===== src/ecc2_consts.svh =====
`ifndef ECC2_CONSTS_SVH
`define ECC2_CONSTS_SVH
// register index and byte addresses (byte address = 4 * index)
`define ECC2_IDX_A_CTRL2 8'h01
`define ECC2_IDX_B_CTRL2 8'h21
`define ECC2_ADDR_A_CTRL2 8'h04
`define ECC2_ADDR_B_CTRL2 8'h84
`define ECC2_ADDR_CTRL1 8'h00
`define ECC2_ADDR_STATUS 8'h88
`define ECC2_ADDR_IRQ_STAT 8'h8c
`define ECC2_ADDR_IRQ_MASK 8'h90
`define ECC2_ADDR_B_PEND 8'h94
// field positions of control register two
`define ECC2_BIT_TONE_OFF 7
`define ECC2_BIT_PHASE_IGN 6
`define ECC2_BIT_NLP_OFF 5
`define ECC2_BIT_AUTO_BYP 4
`define ECC2_BIT_NB_OFF 3
`define ECC2_BIT_HPF_OFF 2
`define ECC2_BIT_MUTE_S 1
`define ECC2_BIT_MUTE_R 0
// control register one reset bit
`define ECC2_BIT_SOFT_RST 7
// reset values
`define ECC2_CTRL2_RESET 8'h00
// double write window
`define ECC2_B_MIN_NS 350
`define ECC2_B_MAX_NS 20000
`define ECC2_CLK_NS 40
`define ECC2_B_MIN_CYC ((`ECC2_B_MIN_NS + `ECC2_CLK_NS - 1) / `ECC2_CLK_NS)
`define ECC2_B_MAX_CYC (`ECC2_B_MAX_NS / `ECC2_CLK_NS)
// interrupt bit positions
`define ECC2_IRQ_TONE_A 0
`define ECC2_IRQ_TONE_B 1
`define ECC2_IRQ_B_BAD 2
`endif


===== src/ecc2_pkg.sv =====
package ecc2_pkg;
   // per canceller control register two fields
   typedef struct packed {
      logic tone_detect_off;
      logic phase_reversal_ignore;
      logic nonlinear_proc_off;
      logic auto_tone_bypass;
      logic narrowband_detect_off;
      logic offset_filter_off;
      logic send_out_silence;
      logic receive_out_silence;
   } ecc2_ctrl_t;
   // tone detector inputs per canceller
   typedef struct packed {
      logic tone_plain;
      logic tone_phase_rev;
   } ecc2_tone_t;
   // state of the canceller b double write sequence
   typedef enum logic [1:0] {
      ECC2_B_IDLE = 2'b00,
      ECC2_B_WAIT = 2'b01
   } ecc2_bstate_t;
endpackage : ecc2_pkg


===== src/ecc2_bwrite.sv =====
`timescale 1ns/1ps
`include "ecc2_consts.svh"
module ecc2_bwrite #(
   parameter int MAX_CYC = `ECC2_B_MAX_CYC
) (
   // clock and reset
   input wire logic ref_clk,
   input wire logic rst_b,
   input wire logic soft_clr,
   // write strobe and data
   input wire logic wr_stb,
   input wire logic [7:0] wr_data,
   // outcome
   output logic commit,
   output logic [7:0] commit_data,
   output logic bad,
   output logic pending
);
   localparam logic [15:0] MIN_C = 16'(`ECC2_B_MIN_CYC);
   localparam logic [15:0] MAX_C = 16'(MAX_CYC);
   ecc2_pkg::ecc2_bstate_t state_reg, state_next;
   logic [15:0] cnt_reg;
   logic [7:0] data_reg;
   wire in_win = (cnt_reg >= MIN_C) && (cnt_reg <= MAX_C);
   wire match = wr_stb && (state_reg == ecc2_pkg::ECC2_B_WAIT) && in_win && (wr_data == data_reg);
   wire timeout = (state_reg == ecc2_pkg::ECC2_B_WAIT) && (cnt_reg > MAX_C);
   wire early = wr_stb && (state_reg == ecc2_pkg::ECC2_B_WAIT) && !match;
   // next state of the sequence
   always_comb begin
      case (state_reg)
         ecc2_pkg::ECC2_B_IDLE: state_next = wr_stb ? ecc2_pkg::ECC2_B_WAIT : ecc2_pkg::ECC2_B_IDLE;
         ecc2_pkg::ECC2_B_WAIT: begin
            if (match || timeout) state_next = ecc2_pkg::ECC2_B_IDLE;
            else state_next = ecc2_pkg::ECC2_B_WAIT;
         end
         default: state_next = ecc2_pkg::ECC2_B_IDLE;
      endcase
   end
   // sequence registers; a mismatched second write restarts the window
   always_ff @(posedge ref_clk or negedge rst_b) begin
      if (!rst_b) begin
         state_reg <= ecc2_pkg::ECC2_B_IDLE;
         cnt_reg <= 16'h0000;
         data_reg <= 8'h00;
         commit <= 1'b0;
         commit_data <= 8'h00;
         bad <= 1'b0;
         pending <= 1'b0;
      end else if (soft_clr) begin
         state_reg <= ecc2_pkg::ECC2_B_IDLE;
         cnt_reg <= 16'h0000;
         commit <= 1'b0;
         bad <= 1'b0;
         pending <= 1'b0;
      end else begin
         state_reg <= early ? ecc2_pkg::ECC2_B_WAIT : state_next;
         cnt_reg <= (wr_stb && !match) ? 16'h0001 : (cnt_reg + 16'h0001);
         if (wr_stb) data_reg <= wr_data;
         commit <= match;
         commit_data <= data_reg;
         bad <= early || timeout;
         pending <= early ? 1'b1 : ((state_next == ecc2_pkg::ECC2_B_WAIT) && !match);
      end
   end
   // a commit always comes from a matching second write inside the window
   commit_win_a: assert property (@(posedge ref_clk) disable iff (!rst_b)
      commit |-> $past(in_win) && $past(state_reg) == ecc2_pkg::ECC2_B_WAIT)
      else $error("canceller b commit outside double write window");
endmodule : ecc2_bwrite


===== src/ecc2_top.sv =====
// Implementation choice: register access over AXI4-Lite.
`timescale 1ns/1ps
`include "ecc2_consts.svh"
// Overview of operation
// - a set tone detect off bit stops that canceller's tone detection, a clear bit lets it run.
// - with both tone detect off bits set the group's tone disable processors power down.
// - with phase reversal ignore set any 2100 Hz tone triggers the detector.
// - with phase reversal ignore clear only a 2100 Hz tone with phase reversals triggers.
// - with offset filter off set the receive-in and send-in high pass filters are bypassed.
// - with offset filter off clear the offset nulling filters run and remove dc.
// - the gated tone flag is high only while auto tone bypass is on and a tone is detected.
// - the reset bit of control one presets the control registers, itself included, and clears coefficients; interrupt status and mask keep their values.
module ecc2_top #(
   parameter int B_MAX_CYC = `ECC2_B_MAX_CYC
) (
   // clock and reset
   input wire logic ref_clk,
   input wire logic rst_b,
   // axi4-lite write address and data
   input wire logic [7:0] s_axi_awaddr,
   input wire logic s_axi_awvalid,
   output logic s_axi_awready,
   input wire logic [31:0] s_axi_wdata,
   input wire logic [3:0] s_axi_wstrb,
   input wire logic s_axi_wvalid,
   output logic s_axi_wready,
   output logic [1:0] s_axi_bresp,
   output logic s_axi_bvalid,
   input wire logic s_axi_bready,
   // axi4-lite read
   input wire logic [7:0] s_axi_araddr,
   input wire logic s_axi_arvalid,
   output logic s_axi_arready,
   output logic [31:0] s_axi_rdata,
   output logic [1:0] s_axi_rresp,
   output logic s_axi_rvalid,
   input wire logic s_axi_rready,
   // tone detector raw inputs from the signal path
   input wire logic [1:0] tone_plain_in,
   input wire logic [1:0] tone_rev_in,
   // per canceller and group controls to the datapath, coefficient clear and interrupt
   output logic [1:0] tone_detect_en,
   output logic tone_proc_power_down,
   output logic [1:0] tone_qualified,
   output logic [1:0] gated_tone_flag,
   output logic [1:0] echo_cancel_off,
   output logic [1:0] offset_filter_bypass,
   output logic [1:0] nonlinear_proc_off,
   output logic [1:0] narrowband_detect_off,
   output logic [1:0] send_out_silence,
   output logic [1:0] receive_out_silence,
   output logic coeff_clear,
   output logic irq
);
   // ********************************
   // bus slave
   // ********************************
   ecc2_pkg::ecc2_ctrl_t ctrl_reg [2];
   logic [7:0] ctrl1_reg;
   logic [2:0] irq_stat_reg, irq_mask_reg;
   logic [7:0] aw_addr_reg;
   logic [31:0] w_data_reg;
   logic [3:0] w_strb_reg;
   logic aw_have_reg, w_have_reg;
   logic [1:0] tone_s1_reg, tone_s2_reg, rev_s1_reg, rev_s2_reg;
   logic [1:0] tone_det;
   logic b_commit, b_bad, b_pending;
   logic [7:0] b_commit_data;
   wire do_wr = aw_have_reg && w_have_reg && !s_axi_bvalid;
   wire wr_lane0 = do_wr && w_strb_reg[0];
   wire [7:0] wb = w_data_reg[7:0];
   wire wr_ctrl1 = wr_lane0 && (aw_addr_reg == `ECC2_ADDR_CTRL1);
   wire soft_rst = wr_ctrl1 && wb[`ECC2_BIT_SOFT_RST];
   wire wr_a = wr_lane0 && (aw_addr_reg == `ECC2_ADDR_A_CTRL2);
   wire wr_b = wr_lane0 && (aw_addr_reg == `ECC2_ADDR_B_CTRL2);
   wire wr_istat = wr_lane0 && (aw_addr_reg == `ECC2_ADDR_IRQ_STAT);
   wire wr_imask = wr_lane0 && (aw_addr_reg == `ECC2_ADDR_IRQ_MASK);
   wire wr_hit = (aw_addr_reg == `ECC2_ADDR_CTRL1) || (aw_addr_reg == `ECC2_ADDR_A_CTRL2) ||
      (aw_addr_reg == `ECC2_ADDR_B_CTRL2) || (aw_addr_reg == `ECC2_ADDR_IRQ_STAT) ||
      (aw_addr_reg == `ECC2_ADDR_IRQ_MASK) || (aw_addr_reg == `ECC2_ADDR_STATUS) ||
      (aw_addr_reg == `ECC2_ADDR_B_PEND);
   // read decode
   wire [7:0] status_byte = {6'h00, gated_tone_flag};
   wire [7:0] rd_byte =
      (s_axi_araddr == `ECC2_ADDR_CTRL1) ? ctrl1_reg :
      (s_axi_araddr == `ECC2_ADDR_A_CTRL2) ? ctrl_reg[0] :
      (s_axi_araddr == `ECC2_ADDR_B_CTRL2) ? ctrl_reg[1] :
      (s_axi_araddr == `ECC2_ADDR_STATUS) ? status_byte :
      (s_axi_araddr == `ECC2_ADDR_IRQ_STAT) ? {5'h00, irq_stat_reg} :
      (s_axi_araddr == `ECC2_ADDR_IRQ_MASK) ? {5'h00, irq_mask_reg} :
      (s_axi_araddr == `ECC2_ADDR_B_PEND) ? {7'h00, b_pending} : 8'h00;
   wire rd_hit = (s_axi_araddr == `ECC2_ADDR_CTRL1) || (s_axi_araddr == `ECC2_ADDR_A_CTRL2) ||
      (s_axi_araddr == `ECC2_ADDR_B_CTRL2) || (s_axi_araddr == `ECC2_ADDR_STATUS) ||
      (s_axi_araddr == `ECC2_ADDR_IRQ_STAT) || (s_axi_araddr == `ECC2_ADDR_IRQ_MASK) ||
      (s_axi_araddr == `ECC2_ADDR_B_PEND);
   wire rd_take = s_axi_arvalid && s_axi_arready;

   // write channel capture
   always_ff @(posedge ref_clk or negedge rst_b) begin
      if (!rst_b) begin
         aw_have_reg <= 1'b0;
         w_have_reg <= 1'b0;
         aw_addr_reg <= 8'h00;
         w_data_reg <= 32'h0000_0000;
         w_strb_reg <= 4'h0;
         s_axi_awready <= 1'b0;
         s_axi_wready <= 1'b0;
      end else begin
         s_axi_awready <= !aw_have_reg && !(s_axi_awvalid && s_axi_awready) && !do_wr;
         s_axi_wready <= !w_have_reg && !(s_axi_wvalid && s_axi_wready) && !do_wr;
         if (s_axi_awvalid && s_axi_awready) begin
            aw_have_reg <= 1'b1;
            aw_addr_reg <= s_axi_awaddr;
         end else if (do_wr) aw_have_reg <= 1'b0;
         if (s_axi_wvalid && s_axi_wready) begin
            w_have_reg <= 1'b1;
            w_data_reg <= s_axi_wdata;
            w_strb_reg <= s_axi_wstrb;
         end else if (do_wr) w_have_reg <= 1'b0;
      end
   end

   // write response and read answer
   always_ff @(posedge ref_clk or negedge rst_b) begin
      if (!rst_b) begin
         s_axi_bvalid <= 1'b0;
         s_axi_bresp <= 2'b00;
         s_axi_arready <= 1'b0;
         s_axi_rvalid <= 1'b0;
         s_axi_rdata <= 32'h0000_0000;
         s_axi_rresp <= 2'b00;
      end else begin
         if (do_wr) begin
            s_axi_bvalid <= 1'b1;
            s_axi_bresp <= wr_hit ? 2'b00 : 2'b10;
         end else if (s_axi_bready) s_axi_bvalid <= 1'b0;
         s_axi_arready <= !s_axi_rvalid && !rd_take;
         if (rd_take) begin
            s_axi_rvalid <= 1'b1;
            s_axi_rdata <= {24'h000000, rd_byte};
            s_axi_rresp <= rd_hit ? 2'b00 : 2'b10;
         end else if (s_axi_rready) s_axi_rvalid <= 1'b0;
      end
   end

   // ********************************
   // control registers
   // ********************************
   ecc2_bwrite #(
      .MAX_CYC(B_MAX_CYC)
   ) u_bwrite (
      .ref_clk(ref_clk),
      .rst_b(rst_b),
      .soft_clr(soft_rst),
      .wr_stb(wr_b),
      .wr_data(wb),
      .commit(b_commit),
      .commit_data(b_commit_data),
      .bad(b_bad),
      .pending(b_pending)
   );

   // control one holds only its reset bit here, which clears itself
   always_ff @(posedge ref_clk or negedge rst_b) begin
      if (!rst_b) begin
         ctrl1_reg <= 8'h00;
         ctrl_reg[0] <= `ECC2_CTRL2_RESET;
         ctrl_reg[1] <= `ECC2_CTRL2_RESET;
         coeff_clear <= 1'b0;
      end else begin
         ctrl1_reg <= 8'h00;
         coeff_clear <= soft_rst;
         if (soft_rst) begin
            ctrl_reg[0] <= `ECC2_CTRL2_RESET;
            ctrl_reg[1] <= `ECC2_CTRL2_RESET;
         end else begin
            if (wr_a) ctrl_reg[0] <= wb;
            if (b_commit) ctrl_reg[1] <= b_commit_data;
         end
      end
   end

   // ********************************
   // tone path and datapath controls
   // ********************************
   // two flop synchronisers for the detector inputs
   always_ff @(posedge ref_clk or negedge rst_b) begin
      if (!rst_b) begin
         tone_s1_reg <= 2'b00;
         tone_s2_reg <= 2'b00;
         rev_s1_reg <= 2'b00;
         rev_s2_reg <= 2'b00;
      end else begin
         tone_s1_reg <= tone_plain_in;
         tone_s2_reg <= tone_s1_reg;
         rev_s1_reg <= tone_rev_in;
         rev_s2_reg <= rev_s1_reg;
      end
   end

   genvar g;
   generate
      for (g = 0; g < 2; g++) begin : g_canc
         // qualification: any tone or only phase reversed tone
         assign tone_det[g] = !ctrl_reg[g].tone_detect_off &&
            (ctrl_reg[g].phase_reversal_ignore ? tone_s2_reg[g] : rev_s2_reg[g]);
         always_ff @(posedge ref_clk or negedge rst_b) begin
            if (!rst_b) begin
               tone_detect_en[g] <= 1'b0;
               tone_qualified[g] <= 1'b0;
               gated_tone_flag[g] <= 1'b0;
               echo_cancel_off[g] <= 1'b0;
               offset_filter_bypass[g] <= 1'b0;
               nonlinear_proc_off[g] <= 1'b0;
               narrowband_detect_off[g] <= 1'b0;
               send_out_silence[g] <= 1'b0;
               receive_out_silence[g] <= 1'b0;
            end else begin
               tone_detect_en[g] <= !ctrl_reg[g].tone_detect_off;
               tone_qualified[g] <= tone_det[g];
               gated_tone_flag[g] <= ctrl_reg[g].auto_tone_bypass && tone_det[g];
               echo_cancel_off[g] <= ctrl_reg[g].auto_tone_bypass && tone_det[g];
               offset_filter_bypass[g] <= ctrl_reg[g].offset_filter_off;
               nonlinear_proc_off[g] <= ctrl_reg[g].nonlinear_proc_off;
               narrowband_detect_off[g] <= ctrl_reg[g].narrowband_detect_off;
               send_out_silence[g] <= ctrl_reg[g].send_out_silence;
               receive_out_silence[g] <= ctrl_reg[g].receive_out_silence;
            end
         end
         // the gated flag follows its cause one cycle later
         gated_flag_a: assert property (@(posedge ref_clk) disable iff (!rst_b)
            gated_tone_flag[g] == $past(ctrl_reg[g].auto_tone_bypass && tone_det[g]))
            else $error("gated tone flag does not match bypass and detection");
         // no tone reported while detection is off
         tone_off_a: assert property (@(posedge ref_clk) disable iff (!rst_b)
            $past(ctrl_reg[g].tone_detect_off) |-> !tone_qualified[g] && !tone_detect_en[g])
            else $error("tone reported with detection off");
         // plain tone alone must not trigger without the ignore bit
         phase_need_a: assert property (@(posedge ref_clk) disable iff (!rst_b)
            $past(!ctrl_reg[g].phase_reversal_ignore && !rev_s2_reg[g]) |-> !tone_qualified[g])
            else $error("tone qualified without phase reversal");
         // any tone triggers with the ignore bit
         phase_any_a: assert property (@(posedge ref_clk) disable iff (!rst_b)
            $past(ctrl_reg[g].phase_reversal_ignore && !ctrl_reg[g].tone_detect_off && tone_s2_reg[g])
            |-> tone_qualified[g])
            else $error("tone missed with phase reversal ignored");
         // filter bypass follows its control bit
         hpf_follow_a: assert property (@(posedge ref_clk) disable iff (!rst_b)
            offset_filter_bypass[g] == $past(ctrl_reg[g].offset_filter_off))
            else $error("offset filter bypass wrong");
         // filter stays in the path while its off bit is clear
         hpf_active_a: assert property (@(posedge ref_clk) disable iff (!rst_b)
            !$past(ctrl_reg[g].offset_filter_off) |-> !offset_filter_bypass[g])
            else $error("offset filter bypassed while enabled");
         // cancellation only stops on a gated tone
         cancel_off_a: assert property (@(posedge ref_clk) disable iff (!rst_b)
            echo_cancel_off[g] |-> gated_tone_flag[g])
            else $error("cancellation off without gated tone");
      end
   endgenerate

   // group power down and interrupts: tone events and a failed b double write
   wire [2:0] irq_ev = {b_bad, gated_tone_flag[1], gated_tone_flag[0]};
   always_ff @(posedge ref_clk or negedge rst_b) begin
      if (!rst_b) begin
         tone_proc_power_down <= 1'b0;
         irq_stat_reg <= 3'h0;
         irq_mask_reg <= 3'h0;
         irq <= 1'b0;
      end else begin
         tone_proc_power_down <= ctrl_reg[0].tone_detect_off && ctrl_reg[1].tone_detect_off;
         irq_stat_reg <= irq_ev | (irq_stat_reg & ~(wr_istat ? wb[2:0] : 3'h0));
         if (wr_imask) irq_mask_reg <= wb[2:0];
         irq <= |(irq_stat_reg & irq_mask_reg);
      end
   end

   // power down only when both cancellers stop detection
   power_down_a: assert property (@(posedge ref_clk) disable iff (!rst_b)
      tone_proc_power_down == $past(ctrl_reg[0].tone_detect_off && ctrl_reg[1].tone_detect_off))
      else $error("tone processor power down wrong");
   // soft reset returns both registers to reset value
   soft_reset_a: assert property (@(posedge ref_clk) disable iff (!rst_b)
      soft_rst |=> ctrl_reg[0] == `ECC2_CTRL2_RESET && ctrl_reg[1] == `ECC2_CTRL2_RESET && coeff_clear)
      else $error("soft reset did not preset registers");
   // coefficient clear is a single cycle pulse
   coeff_pulse_a: assert property (@(posedge ref_clk) disable iff (!rst_b)
      coeff_clear |=> !coeff_clear)
      else $error("coefficient clear longer than one cycle");
   // an event sets its status bit even when a clear lands in the same cycle
   event_sticky_a: assert property (@(posedge ref_clk) disable iff (!rst_b)
      |irq_ev |=> (irq_stat_reg & $past(irq_ev)) == $past(irq_ev))
      else $error("interrupt event lost");
   // interrupt line follows unmasked status one cycle later
   irq_level_a: assert property (@(posedge ref_clk) disable iff (!rst_b)
      irq == $past(|(irq_stat_reg & irq_mask_reg)))
      else $error("interrupt line does not follow status");
   // write response and read data stand until they are taken
   bresp_hold_a: assert property (@(posedge ref_clk) disable iff (!rst_b)
      s_axi_bvalid && !s_axi_bready |=> s_axi_bvalid && $stable(s_axi_bresp))
      else $error("write response dropped before taken");
   rdata_hold_a: assert property (@(posedge ref_clk) disable iff (!rst_b)
      s_axi_rvalid && !s_axi_rready |=> s_axi_rvalid && $stable(s_axi_rdata))
      else $error("read data dropped before taken");
endmodule : ecc2_top


===== config.mk =====
export PLATFORM = sky130hd
export DESIGN_NAME = ecc2_top
export DESIGN_NICKNAME = d
export VERILOG_FILES = /design/src/ecc2_pkg.sv /design/src/ecc2_bwrite.sv /design/src/ecc2_top.sv
export VERILOG_INCLUDE_DIRS = /design/src /design/src/src
export SDC_FILE = /design/constraint.sdc
export NUM_CORES = 1
export LEC_CHECK = 0
export ABC_AREA = 0
export BUFFER_PORTS_ARGS = -buffer_cell sky130_fd_sc_hd__buf_2
export CAP_MARGIN = 20
export CORE_MARGIN = 8
export CORE_UTILIZATION = 33
export CTS_CLUSTER_SIZE = 14
export DETAILED_ROUTE_END_ITERATION = 8
export PLACE_DENSITY_LB_ADDON = 0.15
export SYNTH_ARGS = -nofsm -noshare
export SYNTH_HDL_FRONTEND = slang
export SYNTH_SLANG_ARGS = --single-unit
export TNS_END_PERCENT = 1

===== constraint.sdc =====
create_clock -name ref_clk -period 2.02 [get_ports ref_clk]
set_input_delay 0.404 -clock ref_clk [delete_from_list [all_inputs] [get_ports ref_clk]]
set_output_delay 0.404 -clock ref_clk [all_outputs]
set_load 0.03 [all_outputs]

==> results of run 1 <==
-- routing by layer --
layer,track usage [%],routed length [um],part of all wire [%]
met1,16.1,5670,48
met4,5.71,173,1.5
met2,18.5,5120,43
met5,0,0,0
met3,4.97,935,7.9
-- Yosys cell counts (all sizes together) (2+ instances only) --
cell type  instances
nor2              57
xnor2             21
o31ai              3
nand2b             4
and3               7
nand2             53
mux2              29
nand3              4
ha                 3
a21boi             2
clkbuf            10
a31oi              3
and4               3
o21ai             11
a211oi             2
a21oi              8
a21o               5
buf               30
dfrtp            119
nor2b              7
mux2i             23
inv               13
a2bb2oi            2
nand4             10
a22oi              3
and2               2
nor3              12
nor4               3
-- cell families after synthesis --
logic type	synth area share, %
simple gates	15.6
flops	57.0
buf+inv	5.92
mux	10.7
compound gates	6.35
xor+xnor	3.69
fa+ha+maj	0.719
other cells	0.0718
-- power by group through the flow --
stage | combinational [W] | clock, W | sequential, W
2_1_floorplan | 0.000918 | 0 | 0.00331
3_3_place_gp | 0.00151 | 0 | 0.00324
3_5_place_dp | 0.00154 | 0 | 0.00326
4_1_cts | 0.00156 | 0.00303 | 0.00323
5_1_grt | 0.00171 | 0.00312 | 0.00330
6_report | 0.00155 | 0.00295 | 0.00323
-- layout make-up --
| cell class | instances | area (um2) |
|---|---|---|
| Fill cell | 1518 | 9070 |
| Sequential cell | 119 | 2980 |
| Multi-Input combinational cell | 317 | 2060 |
| Timing Repair Buffer | 100 | 656 |
| Clock buffer | 19 | 453 |
| Tap cell | 216 | 270 |
| Clock inverter | 11 | 126 |
| Inverter | 13 | 48.8 |
-- metrics by stage --
step,hold WS (ps),std cells,power [W]
6_report,93.9,795,0.00772
2_1_floorplan,108,489,0.00422
5_1_grt,73.6,795,0.00813
3_5_place_dp,338,761,0.00480
4_1_cts,74.4,794,0.00782
3_3_place_gp,335,761,0.00475
-- repair_timing --
item                                    CTS  global route
hold buffers                              1             0
endpoints found under the hold margin    28             0
endpoints found under the setup margin   16            15
pin swaps                                 3             0
setup buffers                             2             1
cloned                                    1             0
resized for setup                         7             4
-- critical path, cell delays in order, from the launching register on --
cell and delay (ps):
dfrtp_1 410, inv_1 80, ha_2 170, or3b_4 380, a211oi_4 260, nor3_2 90
a31oi_4 160, buf_6 130, and2b_1 160
-- final timing paths --
path                                          startpoint                              to  slack, ps  depth (start not counted)
min                                     tone_plain_in[1]        tone_s1_reg[1]$_DFF_PN0_         90                          1
min reg2reg                      rev_s1_reg[0]$_DFF_PN0_         rev_s2_reg[0]$_DFF_PN0_        350                          0
min in group asynchronous                          rst_b          s_axi_wready$_DFF_PN0_        480                          2
max reg2reg                u_bwrite.cnt_reg[0]$_DFF_PN0_   u_bwrite.cnt_reg[1]$_DFF_PN0_         70                          8
max                        u_bwrite.cnt_reg[0]$_DFF_PN0_   u_bwrite.cnt_reg[1]$_DFF_PN0_         70                          8
max in group asynchronous                          rst_b  u_bwrite.cnt_reg[13]$_DFF_PN0_        890                          3
==> summary.txt, run 1 <==
status - finished, final reports clean
DRT iter0 DRCs - 132
Slew HR - 64.7%
Post-DP Area - 5920 um2
syn avg cell area - 11.3 um2
clock share of power - 38.2%
Synth Flop Type - dfrtp_1
ANT nets after route - 0
length of the first detailed-routing pass in iterations - 4
most frequent cells in the layout - dfrtp_1, buf_2, nor2_1, nand2_1, mux2_2
Ports - 125
sequential share of the synthesized area - 57.0%
largest net degree at the start of global routing - 41
detailed-route wire length - 11,900 um
Skew-Pair Late Insertion Delay - 410 ps
top post-synthesis cells by area - dfrtp_1, mux2_2, mux2i_1, buf_4, nor2_1
row cnt - 46
Async SR Flop Fraction - 100%
first-pass GRT wire length - 19,600 um
HPWL Detailed - 8660 um
drt wl/cell - 15.0 um
Ant. Diodes - 0
Slew @ Worst Pin - 525 ps
Fmax achieved - 512 MHz
final hold violations - 0
number of flops mapped to enable cells by yosys - 0
Bufs on Longest Clock Path - 2
share of cells above drive strength 1 - 29.9%
Die ar. - 20,100 um2
HP Class - input pin to flop
Root Driver - clkbuf_16
Port Buffer Count - 71
grt ovf - 0
PwrDens - 1170 nW/um2
Max-cap violations - 0
routed vias - 3,589
Comb pwr share - 20.0%
starting density of the core - 33.4%
clock-pin slew on the worst setup and hold paths - 60 ps
# DRC - 0
commonest non-fill, non-tap cell in the layout - dfrtp_1
Total Nets Final - 634
fin crit period - 1950 ps
Final Cell Area - 6590 um2
Slew Viols, Final - 0
Req. time, crit path - 2320 ps
area delta synth->final - 26.2%
crit start category - flop
final setup margin - 67.3 ps
total negative slack - 0 ps
RSZ-0062 raised after global routing - true
vias per cell - 4.51
Worst setup EP type - flop
cell taking the most area after synthesis - dfrtp_1
Synth Register Bits - 119
crit path max fanout - 4
power share of the sequential group - 41.8%
crit share post-route - 96.7%
CP Class - flop to flop
WP data arrival - 2250 ps
GP Congestion - 0.784
CTS tree - yes
GRT Overall Usage - 12.6%
Distinct cells, synth - 50
P_leak - 3.17 nW
synthesized area - 5220 um2
P_int - 0.00536 W
Mapped Cells - 464
die height - 142 um
Finish-stage setup viols - 0
fin util - 42.1%
core area - 15,700 um2
Num CTS Buffers - 17
post-synth top area share - 57.0%
Clock Skew - 7.20 ps
Max VDD drop - 0.000554 V
CTS sink cnt - 119
number of global-route vias before repair - 3,727
CTS H-tree depth - 4
Synth warnings - 0
Net Sw Frac - 30.7%
initial antenna violation count - 0
dpl ws - -132 ps
Die Width - 142 um
sw power - 0.00237 W
(Power assumes the default switching activity.)
==> inputs of run 2 (changes only) <==
--- a/config.mk
+++ b/config.mk
@@ -7,12 +7,12 @@
 export NUM_CORES = 1
 export LEC_CHECK = 0
 export ABC_AREA = 0
-export BUFFER_PORTS_ARGS = -buffer_cell sky130_fd_sc_hd__buf_2
 export CAP_MARGIN = 20
 export CORE_MARGIN = 8
 export CORE_UTILIZATION = 33
 export CTS_CLUSTER_SIZE = 14
 export DETAILED_ROUTE_END_ITERATION = 8
+export DONT_BUFFER_PORTS = 1
 export PLACE_DENSITY_LB_ADDON = 0.15
 export SYNTH_ARGS = -nofsm -noshare
 export SYNTH_HDL_FRONTEND = slang
==> run 2 against run 1 <==
Effect of this change: the run now ends with negative hold slack, negative setup slack left; register-to-register slack got worse by 90 ps; critical path type unchanged; non-clock buffer count is 67 lower; sequential power grew 3%; count of clock-buffer cells in the layout is 1 higher; power down 3.8%; die area is the same.
==> summary.txt, run 2 (synthesis results as in run 1) <==
Clock Skew - 6.18 ps
most frequent cells in the layout - dfrtp_1, nor2_1, nand2_1, mux2_2, conb_1
commonest non-fill, non-tap cell in the layout - dfrtp_1
core area - 15,700 um2
critical path's slowest cell - dfrtp_1
vias per cell - 4.61
Max-cap violations - 0
Port Buffer Count - 0
Req. time, crit path - 2320 ps
clock-pin slew on the worst setup and hold paths - 60 ps
Net Sw Frac - 30.6%
grt ovf - 0
# DRC - 0
Skew-Pair Late Insertion Delay - 410 ps
sw power - 0.00228 W
CP top delay family - simple AND/OR/NAND/NOR gates
Final Cell Area - 6240 um2
initial antenna violation count - 0
Ports - 125
ANT nets after route - 0
Finish-stage setup viols - 12
violations in the final reports - negative hold slack, negative setup slack
P_leak - 2.85 nW
critical path, cell by cell - ha_2, or3b_4, a211oi_4, nor3_4, a31oi_4, buf_6, and2b_1
crit path max fanout - 4
GRT Overall Usage - 12.0%
CTS sink cnt - 119
Post-DP Area - 5540 um2
Max stage delay on crit path - 420 ps
worst r2r src - u_bwrite.cnt_reg[0]$_DFF_PN0_
starting density of the core - 33.4%
Total Nets Final - 567
Reg area - 2980 um2
Root Driver - clkbuf_16
CP Class - flop to flop
Num CTS Buffers - 17
Worst setup EP type - flop
RSZ-0062 raised after global routing - true
Comb pwr share - 17.8%
R2R setup slack - -20 ps
Slew Viols, Final - 0
worst r2r path cells - 7
Fmax achieved - 491 MHz
share of cells above drive strength 1 - 20.4%
HP Class - input pin to asynchronous set/reset pin
row cnt - 46
HPWL Detailed - 8130 um
crit start category - flop
routed vias - 3,367
PwrDens - 1190 nW/um2
Die Width - 142 um
fin cells - 730
CTS H-tree depth - 4
fin util - 39.8%
Inst Count DP - 690
Slew @ Worst Pin - 494 ps
Hold-fix buffers, CTS - 4
Hold Slack - -303 ps
final setup margin - -17.7 ps
Ant. Diodes - 0
WP buf/inv - 1
length of the first detailed-routing pass in iterations - 4
DRT iter0 DRCs - 134
die height - 142 um
Max VDD drop - 0.000818 V
first-pass GRT wire length - 18,500 um
dpl ws - -308 ps
r2r endpoint - u_bwrite.cnt_reg[1]$_DFF_PN0_
area delta synth->final - 19.5%
final hold violations - 119
status - finished, violations left
number of global-route vias before repair - 3,409
Bufs on Longest Clock Path - 2
crit share post-route - 101%
GP Congestion - 0.745
area of the multi-input gates - 2080 um2
Slew HR - 66.7%
power share of the sequential group - 44.9%
largest net degree at the start of global routing - 120
Die ar. - 20,100 um2
detailed-route wire length - 11,500 um
P_int - 0.00516 W
filler cell count - 1,539
fin crit period - 2040 ps
drt wl/cell - 15.7 um
WP data arrival - 2340 ps
clock share of power - 37.3%
CTS tree - yes
-- run 2: layout make-up --
class / instances / area share (%)
flip-flops and latches: 119 / 47.7
multi-input cells: 317 / 33.3
inverters: 13 / 0.782
clock inverters: 12 / 1.69
well taps: 216 / 4.33
repair buffers: 33 / 4.97
clock buffers: 20 / 7.16
-- run 2: worst max path at each step --
stage          slack (ps)                           from                             to  cells past startpoint
2_1_floorplan          30  u_bwrite.cnt_reg[0]$_DFF_PN0_  u_bwrite.cnt_reg[6]$_DFF_PN0_                      8
3_3_place_gp         -300  u_bwrite.cnt_reg[0]$_DFF_PN0_  u_bwrite.cnt_reg[6]$_DFF_PN0_                      8
3_5_place_dp         -310  u_bwrite.cnt_reg[0]$_DFF_PN0_  u_bwrite.cnt_reg[3]$_DFF_PN0_                      8
4_1_cts               -80  u_bwrite.cnt_reg[0]$_DFF_PN0_  u_bwrite.cnt_reg[4]$_DFF_PN0_                      8
5_1_grt              -100  u_bwrite.cnt_reg[0]$_DFF_PN0_  u_bwrite.cnt_reg[1]$_DFF_PN0_                      8
6_report              -20  u_bwrite.cnt_reg[0]$_DFF_PN0_  u_bwrite.cnt_reg[1]$_DFF_PN0_                      7
-- run 2: worst register-to-register path, cell delays in order, from the launching register on --
cell and delay [ps]:
dfrtp_1 420, ha_2 200, or3b_4 380, a211oi_4 340, nor3_4 90, a31oi_4 210
buf_6 140, and2b_1 160
-- run 2: per-stage QoR --
step                      TNS [ps]  power (W)
after global placement       -4910    0.00459
after CTS                     -826    0.00752
final                        -75.1    0.00743
after detailed placement     -5000    0.00463
after global routing         -1210    0.00783
after floorplan                  0    0.00422
-- run 2: timing repair --
| action | in CTS | in global routing |
|---|---|---|
| endpoints found under the setup margin | 20 | 16 |
| cloned | 1 | 0 |
| pin swaps | 3 | 7 |
| buffers inserted | 1 | 2 |
| endpoints found under the hold margin | 123 | 119 |
| gates resized for setup | 5 | 10 |
-- run 2: power by group through the flow --
stage	logic, W	registers, W	clock network [W]
CTS	0.00131	0.00334	0.00287
global route	0.00145	0.00341	0.00297
floorplan	0.000918	0.00331	0
finish	0.00132	0.00334	0.00278
global placement	0.00124	0.00335	0
detailed placement	0.00126	0.00337	0
-- run 2: layer usage --
layer	GRT usage (%)	share of wire [%]	wire, um	up-vias
met1	15.5	48	5460	1631
li1	-	-	-	1609
met3	5.51	9.5	1090	13
met4	5.26	1.5	171	0
met5	0	0	0	-
met2	16.7	41	4740	114
